## src/rtl/crp_defs.svh

```systemverilog
// Constants for the conversion-ready pulse block: offsets, fields, resets.
`ifndef CRP_DEFS_SVH
`define CRP_DEFS_SVH

// ----------------------------------------------------------------------
// Register offsets
// ----------------------------------------------------------------------
`define CRP_ADDR_CFG        4'h0
`define CRP_ADDR_STATUS     4'h1
`define CRP_ADDR_MASK       4'h2
`define CRP_ADDR_ACTIVE     4'h3

// ----------------------------------------------------------------------
// Configuration fields
// ----------------------------------------------------------------------
`define CRP_CFG_DRIVE_BIT   0
`define CRP_CFG_EXTREF_BIT  1
`define CRP_CFG_PRE_LSB     2
`define CRP_CFG_PRE_MSB     3
`define CRP_CFG_OSR_LSB     4
`define CRP_CFG_OSR_MSB     6
`define CRP_CFG_USED_MSB    6

// ----------------------------------------------------------------------
// Status and mask fields
// ----------------------------------------------------------------------
`define CRP_EV_RESULT_BIT   0
`define CRP_EV_APPLY_BIT    1
`define CRP_EV_WIDTH        2

// ----------------------------------------------------------------------
// Reset values and timing
// ----------------------------------------------------------------------
`define CRP_CFG_RESET       7'h30
`define CRP_MASK_RESET      2'h0
`define CRP_SAMPLE_DIV      4
`define CRP_OSR_MIN_LOG2    5
`define CRP_PERIOD_BASE_LOG2 7

`endif

```

## src/rtl/crp_pkg.sv

```systemverilog
// Types shared by the conversion-ready pulse block.
package crp_pkg;
    typedef logic [3:0]  crp_addr_type;
    typedef logic [15:0] crp_data_type;
    typedef logic [17:0] crp_count_type;
    typedef logic [1:0]  crp_pre_type;
    typedef logic [2:0]  crp_osr_type;
    typedef logic [4:0]  crp_shift_type;
endpackage

```

## src/rtl/crp_ready_pulse.sv

```systemverilog
// Conversion-ready pulse generator with reference select and register port.
`timescale 1ns/1ns
`default_nettype none
`include "crp_defs.svh"

module crp_ready_pulse (
    input  wire logic                 clk_in,              // Master clock
    input  wire logic                 rst_n_in,            // Async reset
    input  wire logic                 ce_in,               // Clock enable
    input  wire crp_pkg::crp_addr_type addr_in,            // Register address
    input  wire crp_pkg::crp_data_type wdata_in,           // Write data
    input  wire logic                 wr_in,               // Write strobe
    input  wire logic                 rd_in,               // Read strobe
    output logic [15:0]               rdata_out,           // Read data
    output logic                      conv_done_n_out,     // Ready pin level
    output logic                      conv_done_oe_out,    // Ready pin enable
    output logic                      ref_int_en_out,      // Internal ref on
    output logic                      ref_switch_out,      // Ref to pin switch
    output logic                      sample_clk_out,      // Sample clock
    output logic                      result_rate_clk_out, // Result rate clock
    output logic                      irq_out              // Interrupt level
);

    // ------------------------------------------------------------------
    // Helpers
    // ------------------------------------------------------------------
    function automatic logic hit(input crp_pkg::crp_addr_type a,
                                 input crp_pkg::crp_addr_type target);
        hit = (a == target);
    endfunction

    // Log2 of the result period in master clocks: 4 * prescale * ratio.
    function automatic crp_pkg::crp_shift_type period_log2(
        input crp_pkg::crp_pre_type pre,
        input crp_pkg::crp_osr_type decimation_ratio);
        period_log2 = 5'(`CRP_PERIOD_BASE_LOG2) + {3'h0, pre} + {2'h0, decimation_ratio};
    endfunction

    function automatic crp_pkg::crp_count_type period_len(
        input crp_pkg::crp_pre_type pre,
        input crp_pkg::crp_osr_type decimation_ratio);
        period_len = crp_pkg::crp_count_type'(18'h1) << period_log2(pre, decimation_ratio);
    endfunction

    // Half a sample period: 4 * prescale / 2 master clocks.
    function automatic crp_pkg::crp_count_type pulse_len(
        input crp_pkg::crp_pre_type pre);
        pulse_len = crp_pkg::crp_count_type'(18'h1) << ({1'b0, pre} + 3'h1);
    endfunction

    // ------------------------------------------------------------------
    // Reset release
    // ------------------------------------------------------------------
    logic rst_meta_reg;
    logic rst_sync_reg;

    always_ff @(posedge clk_in or negedge rst_n_in) begin
        if (!rst_n_in) begin
            rst_meta_reg <= 1'b0;
            rst_sync_reg <= 1'b0;
        end else begin
            rst_meta_reg <= 1'b1;
            rst_sync_reg <= rst_meta_reg;
        end
    end

    // ------------------------------------------------------------------
    // Registers
    // ------------------------------------------------------------------
    logic [`CRP_CFG_USED_MSB:0]  cfg_reg;
    logic [`CRP_EV_WIDTH-1:0]    status_reg;
    logic [`CRP_EV_WIDTH-1:0]    mask_reg;
    logic [`CRP_EV_WIDTH-1:0]    events;
    logic                        pending_reg;
    crp_pkg::crp_pre_type        act_pre_reg;
    crp_pkg::crp_osr_type        act_osr_reg;
    logic                        cfg_wr;
    logic                        ready_drive_sel;
    logic                        ext_ref_sel;

    assign cfg_wr          = wr_in && hit(addr_in, `CRP_ADDR_CFG);
    assign ready_drive_sel = cfg_reg[`CRP_CFG_DRIVE_BIT];
    assign ext_ref_sel     = cfg_reg[`CRP_CFG_EXTREF_BIT];

    always_ff @(posedge clk_in or negedge rst_sync_reg) begin
        if (!rst_sync_reg) begin
            cfg_reg  <= `CRP_CFG_RESET;
            mask_reg <= `CRP_MASK_RESET;
        end else if (ce_in && wr_in) begin
            if (cfg_wr) begin
                cfg_reg <= wdata_in[`CRP_CFG_USED_MSB:0];
            end
            if (hit(addr_in, `CRP_ADDR_MASK)) begin
                mask_reg <= wdata_in[`CRP_EV_WIDTH-1:0];
            end
        end
    end

    // ------------------------------------------------------------------
    // Result period counter
    // ------------------------------------------------------------------
    crp_pkg::crp_count_type cnt_reg;
    crp_pkg::crp_count_type cnt_next;
    logic                   wrap;
    logic                   pulse_now;

    // Every period is a power of two, so the wrap compare needs no divider;
    // a ratio that is not a power of two would need a real divider here.
    // prescale codes
    assign wrap = (cnt_reg == period_len(act_pre_reg, act_osr_reg) - 18'h1);
    assign cnt_next = wrap ? '0 : cnt_reg + 18'h1;
    assign pulse_now = (cnt_reg < pulse_len(act_pre_reg));

    always_ff @(posedge clk_in or negedge rst_sync_reg) begin
        if (!rst_sync_reg) begin
            cnt_reg <= '0;
        end else if (ce_in) begin
            cnt_reg <= cnt_next;
        end
    end

    // New timing settings wait for the period boundary so that no pulse is
    // ever cut short or stretched by a configuration write.
    always_ff @(posedge clk_in or negedge rst_sync_reg) begin
        if (!rst_sync_reg) begin
            act_pre_reg <= 2'(`CRP_CFG_RESET >> `CRP_CFG_PRE_LSB);
            act_osr_reg <= 3'(`CRP_CFG_RESET >> `CRP_CFG_OSR_LSB);
            pending_reg <= 1'b0;
        end else if (ce_in) begin
            if (wrap) begin
                act_pre_reg <= cfg_reg[`CRP_CFG_PRE_MSB:`CRP_CFG_PRE_LSB];
                act_osr_reg <= cfg_reg[`CRP_CFG_OSR_MSB:`CRP_CFG_OSR_LSB];
            end
            pending_reg <= cfg_wr || (pending_reg && !wrap);
        end
    end

    // ------------------------------------------------------------------
    // Pin and clock outputs
    // ------------------------------------------------------------------
    // one low pulse per result
    always_ff @(posedge clk_in or negedge rst_sync_reg) begin
        if (!rst_sync_reg) begin
            conv_done_n_out     <= 1'b1;
            conv_done_oe_out    <= 1'b0;
            sample_clk_out      <= 1'b0;
            result_rate_clk_out <= 1'b0;
        end else if (ce_in) begin
            conv_done_n_out     <= !pulse_now;
            conv_done_oe_out    <= pulse_now || ready_drive_sel;
            sample_clk_out      <= !cnt_reg[{1'b0, act_pre_reg} + 3'h1];
            result_rate_clk_out <=
                !cnt_reg[period_log2(act_pre_reg, act_osr_reg) - 5'h1];
        end
    end

    always_ff @(posedge clk_in or negedge rst_sync_reg) begin
        if (!rst_sync_reg) begin
            ref_int_en_out <= 1'b0;
            ref_switch_out <= 1'b0;
        end else if (ce_in) begin
            ref_int_en_out <= !ext_ref_sel;
            ref_switch_out <= !ext_ref_sel;
        end
    end

    // ------------------------------------------------------------------
    // Events and interrupt
    // ------------------------------------------------------------------
    assign events[`CRP_EV_RESULT_BIT] = (cnt_reg == '0);
    assign events[`CRP_EV_APPLY_BIT]  = wrap && pending_reg;

    // A clear in the same cycle as a new event leaves the bit set.
    always_ff @(posedge clk_in or negedge rst_sync_reg) begin
        if (!rst_sync_reg) begin
            status_reg <= '0;
            irq_out    <= 1'b0;
        end else if (ce_in) begin
            if (wr_in && hit(addr_in, `CRP_ADDR_STATUS)) begin
                status_reg <= (status_reg & ~wdata_in[`CRP_EV_WIDTH-1:0])
                              | events;
            end else begin
                status_reg <= status_reg | events;
            end
            irq_out <= |(status_reg & mask_reg);
        end
    end

    // ------------------------------------------------------------------
    // Read port
    // ------------------------------------------------------------------
    // Read data stand for one cycle and then return to zero, so a stale
    // word is never mistaken for the answer to a later read.
    always_ff @(posedge clk_in or negedge rst_sync_reg) begin
        if (!rst_sync_reg) begin
            rdata_out <= '0;
        end else if (ce_in) begin
            rdata_out <= '0;
            if (rd_in) begin
                if (hit(addr_in, `CRP_ADDR_CFG)) begin
                    rdata_out <= {9'h0, cfg_reg};
                end else if (hit(addr_in, `CRP_ADDR_STATUS)) begin
                    rdata_out <= {14'h0, status_reg};
                end else if (hit(addr_in, `CRP_ADDR_MASK)) begin
                    rdata_out <= {14'h0, mask_reg};
                end else if (hit(addr_in, `CRP_ADDR_ACTIVE)) begin
                    rdata_out <= {8'h0, pending_reg, act_osr_reg,
                                  act_pre_reg, conv_done_n_out, 1'b0};
                end
            end
        end
    end

    // ------------------------------------------------------------------
    // Assertion helpers
    // ------------------------------------------------------------------
    logic                   prev_n_reg;
    logic                   seen_reg;
    crp_pkg::crp_count_type low_len_reg;
    crp_pkg::crp_count_type gap_reg;
    crp_pkg::crp_count_type exp_width_reg;
    crp_pkg::crp_count_type exp_period_reg;
    logic                   fall;
    logic                   rise;

    assign fall = ce_in && prev_n_reg && !conv_done_n_out;
    assign rise = ce_in && !prev_n_reg && conv_done_n_out;

    always_ff @(posedge clk_in or negedge rst_sync_reg) begin
        if (!rst_sync_reg) begin
            prev_n_reg     <= 1'b1;
            seen_reg       <= 1'b0;
            low_len_reg    <= '0;
            gap_reg        <= '0;
            exp_width_reg  <= '0;
            exp_period_reg <= '0;
        end else if (ce_in) begin
            prev_n_reg  <= conv_done_n_out;
            low_len_reg <= conv_done_n_out ? '0 : low_len_reg + 18'h1;
            gap_reg     <= fall ? 18'h1 : gap_reg + 18'h1;
            if (fall) begin
                seen_reg       <= 1'b1;
                exp_width_reg  <= pulse_len(act_pre_reg);
                exp_period_reg <= period_len(act_pre_reg, act_osr_reg);
            end
        end
    end
endmodule

`default_nettype wire

```

## config.mk

```make
export PLATFORM = sky130hd
export DESIGN_NAME = crp_ready_pulse
export DESIGN_NICKNAME = d
export VERILOG_FILES = /design/src/rtl/crp_pkg.sv /design/src/rtl/crp_ready_pulse.sv
export VERILOG_INCLUDE_DIRS = /design/src /design/src/rtl
export SDC_FILE = /design/constraint.sdc
export NUM_CORES = 1
export LEC_CHECK = 0
export CORE_ASPECT_RATIO = 0.75
export CORE_MARGIN = 2
export CORE_UTILIZATION = 60
export DETAILED_ROUTE_END_ITERATION = 7
export DONT_BUFFER_PORTS = 1
export PLACE_DENSITY = 0.84
export SYNTH_ARGS = -nofsm -noshare
export SYNTH_HDL_FRONTEND = slang
export SYNTH_SLANG_ARGS = --single-unit
export TNS_END_PERCENT = 30
```

## constraint.sdc

```tcl
create_clock -name clk_in -period 2.6 [get_ports clk_in]
set_input_delay 0.39 -clock clk_in [delete_from_list [all_inputs] [get_ports clk_in]]
set_output_delay 0.39 -clock clk_in [all_outputs]
set_load 0.05 [all_outputs]
```

Word level (Yosys, flattened, before mapping)
Cells that the tools add are included.

Input port bits: 25. Output and inout bits: 23. Bits in registers: 59. Logic and storage cells: 65.

Muxes and demuxes: 11. Order comparisons: 3. Shift-type cells: 2. Reduce and logical (&&, ||, !) cells: 18. $add $sub $neg: 6. Bitwise operators: 5. Eq/ne operators: 4.

Operator list (count): $mux W8 (5); $add A18 B1 Y18 const B (1); $eq A18 B18 Y1 (1); $logic_not A18 Y1 (1); $lt A18 B18 Y1 (1); $mux W18 (1); $shl A1 B3 Y18 const A (1); $shl A1 B5 Y18 const A (1); $sub A18 B1 Y18 const B (1); $eq A4 B2 Y1 const B (2); $lt A3 B6 Y1 const B (1); $lt A5 B6 Y1 const B (1); $reduce_and A2 Y1 (3); $add A4 B3 Y5 (1); $bmux W1 S5 (1); $logic_and A1 B1 Y1 (5); $logic_not A1 Y1 (5); $sub A5 B1 Y5 const B (1); $add A3 B2 Y4 const A (1); $and A2 B2 Y2 (2); $eq A4 B1 Y1 const B (1); $logic_not A4 Y1 (1); $or A2 B2 Y2 (2); $add A2 B1 Y3 const B (1); 6 further kinds (8).

Logic depth before layout (Yosys ltp)
Gate-level depths: netlist (run 1).

Word-level depth: 8. Depth in mapped cells: 22. Mapped depth without buffers: 18.

Worst setup path after synthesis (run 1)
Ideal clock, no wire load.

Path kind: flip-flop to flip-flop. Start point: register act_pre_reg[0]. End point: register act_pre_reg[0]. Setup time: 0.125 ns. Required time: 2.475 ns. Data arrival time: 4.510 ns. Stages on the path, launching flop included: 22. Path buffers: 3. Slack: -2.035 ns. Clock period less this slack: 4.635 ns. Cells stage by stage: dfrtp_1 > inv_1 > ha_1 > inv_1 > ha_1 > inv_1 > fa_1 > buf_4 > nor3b_2 > o21a_1 > nand3_1 > ha_1 > xor2_1 > xnor2_1 > o32a_1 > o32a_1 > nor3_1 > nor4b_1 > and4bb_1 > buf_6 > buf_12 > mux2_4.

Word-level cells in the longest chain between the ends: 6.

Ends and longest elaborated chain: from (decl) (RTL line crp_ready_pulse.sv:75) `crp_pkg::crp_pre_type act_pre_reg;`; from (signal assigned) (RTL line crp_ready_pulse.sv:126) `` act_pre_reg <= 2'(`CRP_CFG_RESET >> `CRP_CFG_PRE_LSB); ``; from (signal assigned) (RTL line crp_ready_pulse.sv:131) `` act_pre_reg <= cfg_reg[`CRP_CFG_PRE_MSB:`CRP_CFG_PRE_LSB]; ``; $add A3 B2 Y4; $add A4 B3 Y5; $shl A1 B5 Y18; $sub A18 B1 Y18 (RTL line crp_ready_pulse.sv:110) `assign wrap = (cnt_reg == period_len(act_pre_reg, act_osr_reg) - 18'h1);`; $eq A18 B18 Y1 (RTL line crp_ready_pulse.sv:110); $reduce_and A2 Y1 (no source line).

No other way between the ends. A chain may end at the register's enable or synchronous reset.

Final worst setup path (run 1)
Start point: register act_osr_reg[1]. End point: register act_osr_reg[2].

Word-level cells in the longest chain between the ends: 5.

Ends and longest elaborated chain: from (decl) (RTL line crp_ready_pulse.sv:76) `crp_pkg::crp_osr_type act_osr_reg;`; from (signal assigned) (RTL line crp_ready_pulse.sv:127) `` act_osr_reg <= 3'(`CRP_CFG_RESET >> `CRP_CFG_OSR_LSB); ``; from (signal assigned) (RTL line crp_ready_pulse.sv:132) `` act_osr_reg <= cfg_reg[`CRP_CFG_OSR_MSB:`CRP_CFG_OSR_LSB]; ``; $add A4 B3 Y5; $shl A1 B5 Y18; $sub A18 B1 Y18 (RTL line crp_ready_pulse.sv:110); $eq A18 B18 Y1 (RTL line crp_ready_pulse.sv:110); $reduce_and A2 Y1 (no source line).

No other way between the ends.

==> results.json, run 1 <==
{
  "nNetsFinal": 558,
  "worst_slew_margin_rel_pct": 39.8,
  "postRouteAntennaNets": 0,
  "yosys_top_cell_area_share_pct": 28.4,
  "worst_ir_drop_vdd_v": 0.000327,
  "finish.utilization_pct": 75.6,
  "firstDrtPassIters": 5,
  "number_of_rows_in_the_core_area": 25,
  "start_util_pct": 63.2,
  "finClkSkew_ps": 4.30,
  "globalRouteTotalUtil_pct": 31.8,
  "die_width_um": 98.9,
  "placeableCoreArea_um2": 6410,
  "route.final.wire_length_mm": 11.7,
  "syn-instance-count": 447,
  "worst_hold_slack_ps": 175,
  "worstPathMaxFanout": 7,
  "min_period_over_period_pct": 157,
  "report.final.hold_viol_count": 0,
  "n_fill_cell": 415,
  "end_kind": "register",
  "die-area_um2": 7430,
  "final-setup-viol-count": 26,
  "p_per_area_nw_per_um2": 390,
  "clock_tree.buffer_depth": 2,
  "vias_per_cell": 6.50,
  "number_of_flops_mapped_to_enable_cells_by_yosys": 0,
  "finalWorstPathRequiredPeriod_ps": 4090,
  "htree_levels": 2,
  "pre_cts_ws_ps": -1550,
  "cts_root_buffer": "clkbuf_8",
  "final_max_slew_viol_count": 0,
  "synth-seq-cells": 51,
  "tightestPinTransition_ps": 903,
  "timing.critical_path.required_ps": 2800,
  "num_io_pins": 48,
  "async_reset_ff_share_pct": 100,
  "number_of_buffers_added_on_ports": 0,
  "max_clock_freq_mhz": 244,
  "largest_register_ffs": 18,
  "cap_violations": 0,
  "yosysSeqAreaShare_pct": 31.7,
  "worstSkewPairLatency_ps": 310,
  "grt_setup_unrepaired": "yes",
  "synth_ff_type": "dfrtp_1",
  "globalplace.congestion": 0.972,
  "total_number_of_vias": 3842,
  "cts_made_buffers": 5,
  "wl_per_cell_um": 19.8,
  "netlist.top_cell.by_area": "dfrtp_1",
  "yosysWarningCount": 0,
  "grt_first_pass_wirelength_mm": 18.3,
  "finalPower_mw": 1.89,
  "post_route_setup_tns_ps": -35160,
  "grt-ovfl-total": 0,
  "hold_path_class": "input port to register",
  "hpwlAfterDp_mm": 8.68,
  "mean_syn_cell_area_um2": 9.06,
  "syn2layout_area_growth_pct": 19.6,
  "worstSetupPathType": "register to register",
  "worst_slack_ps": -1490,
  "timing.critical_path.arrival_ps": 4290,
  "drt_iter0_drc": 457,
  "tritoncts_num_sinks": 51,
  "grt_start_max_net_pins": 35,
  "via_count_of_the_first_global_routing_pass": 3692,
  "power.static_leakage_nw": 2.15,
  "synth_commonest_cells": "dfrtp_1, nor2_1, nand2_1, inv_1, ha_1",
  "die_height_um": 75.2,
  "drive_above_1_share_pct": 30.0,
  "antenna_cells": 0,
  "yosysMostFrequentCell": "dfrtp_1",
  "synth.area.top_cells": "dfrtp_1, ha_1, mux2_2, nor2_1, mux4_2",
  "antenna_found_initial": 0,
  "worstSetupStartpointType": "register",
  "failed_checks": "negative setup slack",
  "drt_drc_violations_left": 0,
  "synthesis.area_um2": 4050,
  "clock_tree_from_tritoncts": "yes",
  "register_clock_pin_slew_on_the_reported_worst_setup_and_hold_paths_ps": 90,
  "synth.lib_cells_used.distinct": 73,
  "status": "complete, but fails checks"
}
==> worst max-delay path, cell delays in order (launching register included) <==
cell	delay, ps
dfstp_2	560
inv_2	50
ha_4	240
inv_4	50
ha_4	130
inv_2	30
fa_2	360
nor3b_4	210
o21a_2	210
nand3_2	100
ha_4	180
xor2_2	150
xnor2_1	130
o32a_1	280
o32a_1	180
nor3_2	140
nor4b_4	220
and4bb_2	280
buf_6	140
mux2_2	330
==> area by class of cell <==
| cell class | count | area (um2) | area share [%] |
|---|---|---|---|
| well taps | 81 | 101 | 2.09 |
| clock buffers | 7 | 96.3 | 1.99 |
| inverters | 27 | 109 | 2.25 |
| multi-input cells | 342 | 2600 | 53.7 |
| flip-flops and latches | 51 | 1280 | 26.5 |
| clock inverters | 1 | 7.51 | 0.155 |
| repair buffers | 82 | 644 | 13.3 |
==> kinds of logic (layout without fill, tap and decap cells) <==
family | count (synthesis) | in the layout | synth area share [%]
AOI/OAI and AO/OA | 102 | 102 | 17.7
xor gates and xnor gates | 31 | 31 | 7.75
adders and majority gates | 24 | 24 | 7.60
buffers and inverters | 61 | 117 | 7.54
DFF | 51 | 51 | 31.7
muxes | 26 | 26 | 8.87
other | 2 | 9 | 0.185
and+or+nand+nor | 150 | 150 | 18.7
==> metrics by stage <==
stage / area (um2) / std cells
finish: 4840 / 591
global route: 4840 / 591
CTS: 4780 / 587
detailed placement: 4610 / 576
global placement: 4610 / 576
floorplan: 4150 / 454
==> placed cells by master, fill, tap and decap left out, types with 9 or more instances in the layout <==
cell      n
ha_1     19
inv_1    20
conb_1    9
nand3_1  16
xor2_1   12
nand2_1  29
xnor2_1  13
dfrtp_1  44
a21oi_1  16
nor3_1   15
and3_1   10
o21ai_0  18
mux2_2   13
nor2_1   37
buf_4    76
==> power by group <==
| group | switching (mW) | total, mW | leakage, nW | internal, mW |
|---|---|---|---|---|
| clock | 0.269 | 0.512 | 0.0505 | 0.243 |
| sequential | 0.171 | 1.04 | 0.646 | 0.864 |
| combinational | 0.179 | 0.343 | 1.45 | 0.164 |
==> layer usage <==
layer	global-route usage (%)	vias up	wire [um]
met2	48.6	259	5300
met3	7.43	40	1200
li1	-	1712	-
met4	11.1	0	315
met1	44.8	1831	4890
met5	0	-	0
==> worst paths after layout <==
check,from,to,slack (ps),depth (start not counted)
setup / recovery,act_osr_reg[1]$_DFFE_PN1P_,act_osr_reg[2]$_DFFE_PN0P_,-1490,19
hold / removal,ce_in,irq_out$_DFFE_PN0P_,170,1
setup reg to reg,act_osr_reg[1]$_DFFE_PN1P_,act_osr_reg[2]$_DFFE_PN0P_,-1490,19
hold reg to reg,rst_sync_reg$_DFF_PN0_,sample_clk_out$_DFFE_PN0P_,340,0
max in group asynchronous,rst_sync_reg$_DFF_PN0_,act_osr_reg[1]$_DFFE_PN1P_,1550,1
min in group asynchronous,rst_n_in,rst_meta_reg$_DFF_PN0_,310,1
==> what timing repair did <==
item,4_1_cts,5_1_grt
gates resized for setup,11,10
endpoints found under the hold margin,2,0
pin swaps,6,3
hold buffers,1,0
endpoints found under the setup margin,26,26
buffers inserted,2,4
(Power assumes the default switching activity.)
==> run 2, diff against run 1 <==
--- a/config.mk
+++ b/config.mk
@@ -6,6 +6,7 @@
 export SDC_FILE = /design/constraint.sdc
 export NUM_CORES = 1
 export LEC_CHECK = 0
+export ABC_AREA = 1
 export CORE_ASPECT_RATIO = 0.75
 export CORE_MARGIN = 2
 export CORE_UTILIZATION = 60
==> constraint.sdc (replaced) <==
create_clock -name clk_in -period 4.2 [get_ports clk_in]
set_input_delay 0.63 -clock clk_in [delete_from_list [all_inputs] [get_ports clk_in]]
set_output_delay 0.63 -clock clk_in [all_outputs]
set_load 0.05 [all_outputs]
==> run 2 against run 1 <==
The run now ends clean. Non-clock buffer count down 69. Area after synthesis up 12%. Register-to-register slack better by 1700 ps. Global-route usage down 2.0 points. Maximum frequency up 3.7%. Highest routed layer unchanged. Largest power group unchanged. Wire length up 4.2%. Clock skew up 5.8 ps.
==> results.json, run 2 <==
{
  "globalplace.congestion": 1.02,
  "number_of_cells_after_detailed_placement": 789,
  "synthSimpleGateAreaFrac_pct": 36.0,
  "worstPathMaxFanout": 8,
  "hold_path_class": "register to register",
  "yosys_top_cell_area_share_pct": 25.3,
  "clock_tree.buffer_depth": 2,
  "timing.critical_path.arrival_ps": 4200,
  "finClkSkew_ps": 10.1,
  "max_clock_freq_mhz": 253,
  "min_period_over_period_pct": 94.0,
  "hpwlAfterDp_mm": 9.65,
  "status": "finished clean",
  "yosysMostFrequentCell": "nand2_1",
  "p_per_area_nw_per_um2": 298,
  "synth-compound-area-share_pct": 10.3,
  "worstSkewPairLatency_ps": 320,
  "nNetsFinal": 746,
  "wl_per_cell_um": 15.3,
  "yosysWarningCount": 0,
  "mostFrequentLayoutCell": "nand2_1",
  "layout.cells.non_filler": 799,
  "clock_tree_from_tritoncts": "yes",
  "register_clock_pin_slew_on_the_reported_worst_setup_and_hold_paths_ps": 110,
  "cts_root_buffer": "clkbuf_8",
  "synth_fa_ha_area_share_pct": 6.77,
  "grt-ovfl-total": 0,
  "final_cell_mix": "nand2_1, inv_1, nor2_1",
  "number_of_rows_in_the_core_area": 27,
  "synth.area.top_cells": "dfrtp_1, nand2_1, inv_1, ha_1, nor2_1",
  "timing.critical_path.required_ps": 4450,
  "firstDrtPassIters": 5,
  "async_reset_ff_share_pct": 100,
  "muxShareOfSynthArea_pct": 0.248,
  "syn-instance-count": 690,
  "synth_commonest_cells": "nand2_1, inv_1, nor2_1, dfrtp_1, nand3_1",
  "worstSetupPathType": "register to register",
  "number_of_buffers_added_on_ports": 0,
  "start_util_pct": 62.0,
  "htree_levels": 2,
  "cts_made_buffers": 5,
  "yosysSeqAreaShare_pct": 28.2,
  "antenna_found_initial": 0,
  "synth-seq-cells": 51,
  "drt_drc_violations_left": 0,
  "placeableCoreArea_um2": 7330,
  "total_number_of_vias": 4457,
  "grt_first_pass_wirelength_mm": 19.6,
  "antenna_cells": 0,
  "vias_per_cell": 5.58,
  "finalWorstPathRequiredPeriod_ps": 3950,
  "die_height_um": 79.4,
  "power.static_leakage_nw": 2.65,
  "synthesis.area_um2": 4550,
  "synth.lib_cells_used.distinct": 47,
  "drive_above_1_share_pct": 9.89,
  "final-setup-viol-count": 0,
  "worstSetupStartpointType": "register",
  "final_max_slew_viol_count": 0,
  "post_route_setup_tns_ps": 0,
  "route.final.wire_length_mm": 12.2,
  "tritoncts_num_sinks": 51,
  "largest_family_of_logic_cells_by_synthesized_area": "simple AND/OR/NAND/NOR gates",
  "num_io_pins": 48,
  "number_of_flops_mapped_to_enable_cells_by_yosys": 0,
  "tightestPinTransition_ps": 1070,
  "die-area_um2": 8300,
  "globalRouteTotalUtil_pct": 29.8,
  "report.final.hold_viol_count": 0,
  "worst_slew_margin_rel_pct": 28.8,
  "syn2layout_area_growth_pct": 5.69,
  "postRouteAntennaNets": 0,
  "largest_register_ffs": 18,
  "via_count_of_the_first_global_routing_pass": 4021,
  "grt_start_max_net_pins": 50,
  "worst_ir_drop_vdd_v": 0.000326,
  "grt_setup_unrepaired": "no",
  "drt_iter0_drc": 415,
  "die_width_um": 105,
  "end_kind": "register",
  "post_synth_xor_area_fraction_pct": 5.50,
  "mean_syn_cell_area_um2": 6.59,
  "cap_violations": 0,
  "synth_ff_type": "dfrtp_1",
  "netlist.top_cell.by_area": "dfrtp_1"
}
run 2: cell count changes in the layout (fill, tap and decap cells not counted), moves of 8 or more:
cell     previous run  this run
xnor2_1            13         1
nand4_1             7        20
a21oi_1            16        24
nand3_1            16        44
nor2_1             37        71
o21ai_0            18        33
inv_1              20       104
mux2_2             13         1
buf_4              76        11
and3_1             10         1
xor2_1             12        25
nand2_1            29       187
run 2: final cells by class:
type,count,area (um2)
Tap cell,101,126
Multi-Input combinational cell,505,2730
Clock buffer,5,68.8
Timing Repair Buffer,13,113
Sequential cell,51,1280
Inverter,121,459
Clock inverter,3,23.8
Fill cell,667,2520
run 2: kinds of logic (layout without fill, tap and decap cells):
kind of cell / count (synthesis) / after routing
AND/OR/NAND/NOR: 362 / 362
XOR/XNOR: 27 / 27
other: 2 / 9
multiplexers: 1 / 1
buffers and inverters: 141 / 142
flip-flops: 51 / 51
adder cells (fa/ha/maj): 24 / 24
AO/OA/AOI/OAI: 82 / 82
run 2: metal layers:
| layer | GRT usage (%) | routed length [um] |
|---|---|---|
| met2 | 45.8 | 5320 |
| met3 | 5.80 | 1100 |
| met4 | 4.86 | 134 |
| met5 | 0 | 0 |
| met1 | 44.3 | 5660 |
run 2: what timing repair did:
item,CTS,global route
resized for setup,0,6
endpoints found under the setup margin,0,24
endpoints found under the hold margin,2,0
hold buffers,1,0
buffers inserted,0,1
run 2: path summary, 6_finish.rpt:
kind | start | to | slack, ps | depth (start not counted)
max | act_osr_reg[1]$_DFFE_PN1P_ | status_reg[1]$_DFFE_PN0P_ | 250 | 21
min | rst_meta_reg$_DFF_PN0_ | rst_sync_reg$_DFF_PN0_ | 370 | 0
max reg2reg | act_osr_reg[1]$_DFFE_PN1P_ | status_reg[1]$_DFFE_PN0P_ | 250 | 21
min reg2reg | rst_meta_reg$_DFF_PN0_ | rst_sync_reg$_DFF_PN0_ | 370 | 0
max in group asynchronous | rst_sync_reg$_DFF_PN0_ | act_pre_reg[1]$_DFFE_PN0P_ | 3010 | 0
min in group asynchronous | rst_sync_reg$_DFF_PN0_ | cfg_reg[3]$_DFFE_PN0P_ | 480 | 0
run 2: power by group:
part           switching (mW)  internal (mW)  total (mW)
Combinational           0.254          0.144       0.397
Clock                   0.181          0.121       0.302
Sequential              0.175          0.556       0.731
run 2: stage by stage:
stage	util [%]	hold WS, ps	setup WS, ps	total power [mW]	cell area [um2]
2_1_floorplan	-	331	611	0.999	4570
6_report	65.6	374	252	1.43	4810
3_3_place_gp	63.7	334	387	1.10	4670
5_1_grt	65.6	378	14.5	1.52	4810
4_1_cts	65.1	371	205	1.42	4770
3_5_place_dp	63.7	334	259	1.12	4670
run 2: critical path, cell delays in order, from the launching register on:
cell and delay, ps:
dfstp_2 550, inv_1 60, ha_1 300, inv_1 100, ha_1 180, inv_1 60
fa_1 540, inv_2 90, nor2_1 200, nand2_1 150, ha_4 290, xor2_1 140
nand3_1 120, inv_1 60, nand2_1 70, nor2_1 90, nand2_1 80, nor2_1 140
nand3_2 130, nor2_4 240, nand4_1 190, nand2_1 90
==> run 3, diff against run 2 <==
--- a/config.mk
+++ b/config.mk
@@ -9,10 +9,10 @@
 export ABC_AREA = 1
 export CORE_ASPECT_RATIO = 0.75
 export CORE_MARGIN = 2
-export CORE_UTILIZATION = 60
+export CORE_UTILIZATION = 34
 export DETAILED_ROUTE_END_ITERATION = 7
 export DONT_BUFFER_PORTS = 1
-export PLACE_DENSITY = 0.84
+export PLACE_DENSITY = 0.56
 export SYNTH_ARGS = -nofsm -noshare
 export SYNTH_HDL_FRONTEND = slang
 export SYNTH_SLANG_ARGS = --single-unit
==> run 3 against run 2 <==
Clock-buffer cell count increased by 1. Die area grew 73%. Via count shrank 2.5%. Wire length increased by 7.3%. Critical path depth up 2. Sequential cell count unchanged. Sequential power fell by 2%. Cell count increased by 9.8%. Sequential share of layout area decreased by 1.1 points. Critical path type unchanged. Critical endpoint is now pending_reg$_DFFE_PN0P_.
==> results.json, run 3 (synthesized netlist as in run 2, its figures left out) <==
{
  "worstPathMaxFanout": 21,
  "worstSetupStartpointType": "register",
  "timing.critical_path.arrival_ps": 4050,
  "worstSkewPairLatency_ps": 290,
  "timing.critical_path.required_ps": 4360,
  "post_route_setup_tns_ps": 0,
  "worst_hold_slack_ps": 26.2,
  "drive_above_1_share_pct": 11.0,
  "worstSetupPathType": "register to register",
  "vias_per_cell": 4.96,
  "tritoncts_num_sinks": 51,
  "finClkSkew_ps": 5.68,
  "final-setup-viol-count": 0,
  "globalplace.congestion": 0.958,
  "via_count_of_the_first_global_routing_pass": 4094,
  "register_area_um2": 1280,
  "multi_input_comb_area_um2": 2720,
  "final_cell_mix": "nand2_1, inv_1, nor2_1",
  "end_kind": "register",
  "drt_drc_violations_left": 0,
  "cap_violations": 0,
  "worst_slew_margin_rel_pct": 39.5,
  "number_of_buffers_added_on_ports": 0,
  "hpwlAfterDp_mm": 10.6,
  "largest_register_ffs": 18,
  "syn2layout_area_growth_pct": 10.2,
  "grt-ovfl-total": 0,
  "max_clock_freq_mhz": 257,
  "report.final.hold_viol_count": 0,
  "start_util_pct": 34.9,
  "antenna_cells": 0,
  "min_period_over_period_pct": 92.6,
  "grt_setup_unrepaired": "no",
  "cts_made_buffers": 5,
  "n_fill_cell": 1366,
  "firstDrtPassIters": 7,
  "power.static_leakage_nw": 2.71,
  "mostFrequentLayoutCell": "nand2_1",
  "route.final.wire_length_mm": 13.1,
  "die_height_um": 104,
  "total_number_of_vias": 4346,
  "cts_hold_buf": 0,
  "grt_first_pass_wirelength_mm": 21.6,
  "cts_root_buffer": "clkbuf_16",
  "antenna_found_initial": 0,
  "p_per_area_nw_per_um2": 318,
  "final_max_slew_viol_count": 0,
  "grt_start_max_net_pins": 50,
  "clock_tree.buffer_depth": 2,
  "status": "finished clean",
  "htree_levels": 2,
  "globalRouteTotalUtil_pct": 19.2,
  "clock_tree_from_tritoncts": "yes",
  "placeableCoreArea_um2": 13000,
  "nNetsFinal": 754,
  "die_width_um": 138,
  "die-area_um2": 14300,
  "hold_path_class": "input port to asynchronous set/reset pin",
  "num_io_pins": 48,
  "drt_iter0_drc": 317,
  "postRouteAntennaNets": 0,
  "wl_per_cell_um": 14.9,
  "tightestPinTransition_ps": 908,
  "register_clock_pin_slew_on_the_reported_worst_setup_and_hold_paths_ps": 70,
  "worst_ir_drop_vdd_v": 0.000196,
  "finalWorstPathRequiredPeriod_ps": 3890,
  "number_of_rows_in_the_core_area": 36
}
run 3: changes by cell type in the layout (fill, tap and decap cells not counted), moves of 3 or more:
cell / change
clkbuf_8: -5
clkbuf_16: +5
nor2_1: -3
nor2_2: +4
buf_4: +9
run 3: repair_timing:
item	in CTS	in global routing
endpoints found under the setup margin	0	10
resized for setup	0	5
buffers inserted	0	0
run 3: critical path: stages (launching register included):
cell and delay [ps]:
dfstp_2 530, inv_1 60, ha_1 310, inv_1 100
ha_1 170, inv_1 50, fa_1 580, inv_2 80
buf_4 150, nand3_1 200, nor2_2 90, nor2_1 150
nand2_2 120, nor2_4 170, nand2_1 100, nand2_1 70
nand2_1 90, clkinv_1 50, nand3_1 80, nor2_2 180
nand4_4 100, buf_12 170, nand2_1 70, nand2_1 50
run 3: worst paths after layout:
| kind | startpoint | cells past startpoint | slack [ps] | to |
|---|---|---|---|---|
| setup / recovery | act_osr_reg[1]$_DFFE_PN1P_ | 23 | 310 | pending_reg$_DFFE_PN0P_ |
| hold / removal | rst_n_in | 0 | 30 | rst_sync_reg$_DFF_PN0_ |
| setup reg to reg | act_osr_reg[1]$_DFFE_PN1P_ | 23 | 310 | pending_reg$_DFFE_PN0P_ |
| hold reg to reg | rst_sync_reg$_DFF_PN0_ | 1 | 360 | rdata_out[3]$_DFFE_PN0P_ |
| max in group asynchronous | rst_sync_reg$_DFF_PN0_ | 1 | 3390 | act_pre_reg[1]$_DFFE_PN0P_ |
| min in group clk_in | rst_meta_reg$_DFF_PN0_ | 0 | 360 | rst_sync_reg$_DFF_PN0_ |
run 3: stage by stage:
stage	cells	setup WS (ps)	cell area (um2)	utilization, %	power, mW
floorplan	697	611	4570	-	0.999
global placement	869	331	4830	37.1	1.13
detailed placement	869	304	4830	37.1	1.13
CTS	877	278	5000	38.4	1.60
global route	877	1.47	5010	38.5	1.71
finish	877	311	5010	38.5	1.59
run 3: area by class of cell:
type,instances,share of cell area [%]
Sequential cell,51,25.6
Tap cell,171,4.27
Multi-Input combinational cell,505,54.2
Clock buffer,6,2.57
Clock inverter,2,0.749
Inverter,121,9.16
Timing Repair Buffer,21,3.40
run 3: metal layers:
metal  up-vias  wire [um]  share of wire (%)  GRT usage (%)
met1      2027       6790                 52           31.4
met4         0        127               0.97           3.17
met5         -          0                  0              0
li1       2189          -                  -              -
met2       122       5400                 41           26.7
met3         8        783                6.0           2.68
run 3: where the power goes:
part / switching (mW) / internal [mW]
logic: 0.264 / 0.149
registers: 0.161 / 0.557
clock network: 0.180 / 0.281
total: 0.605 / 0.988
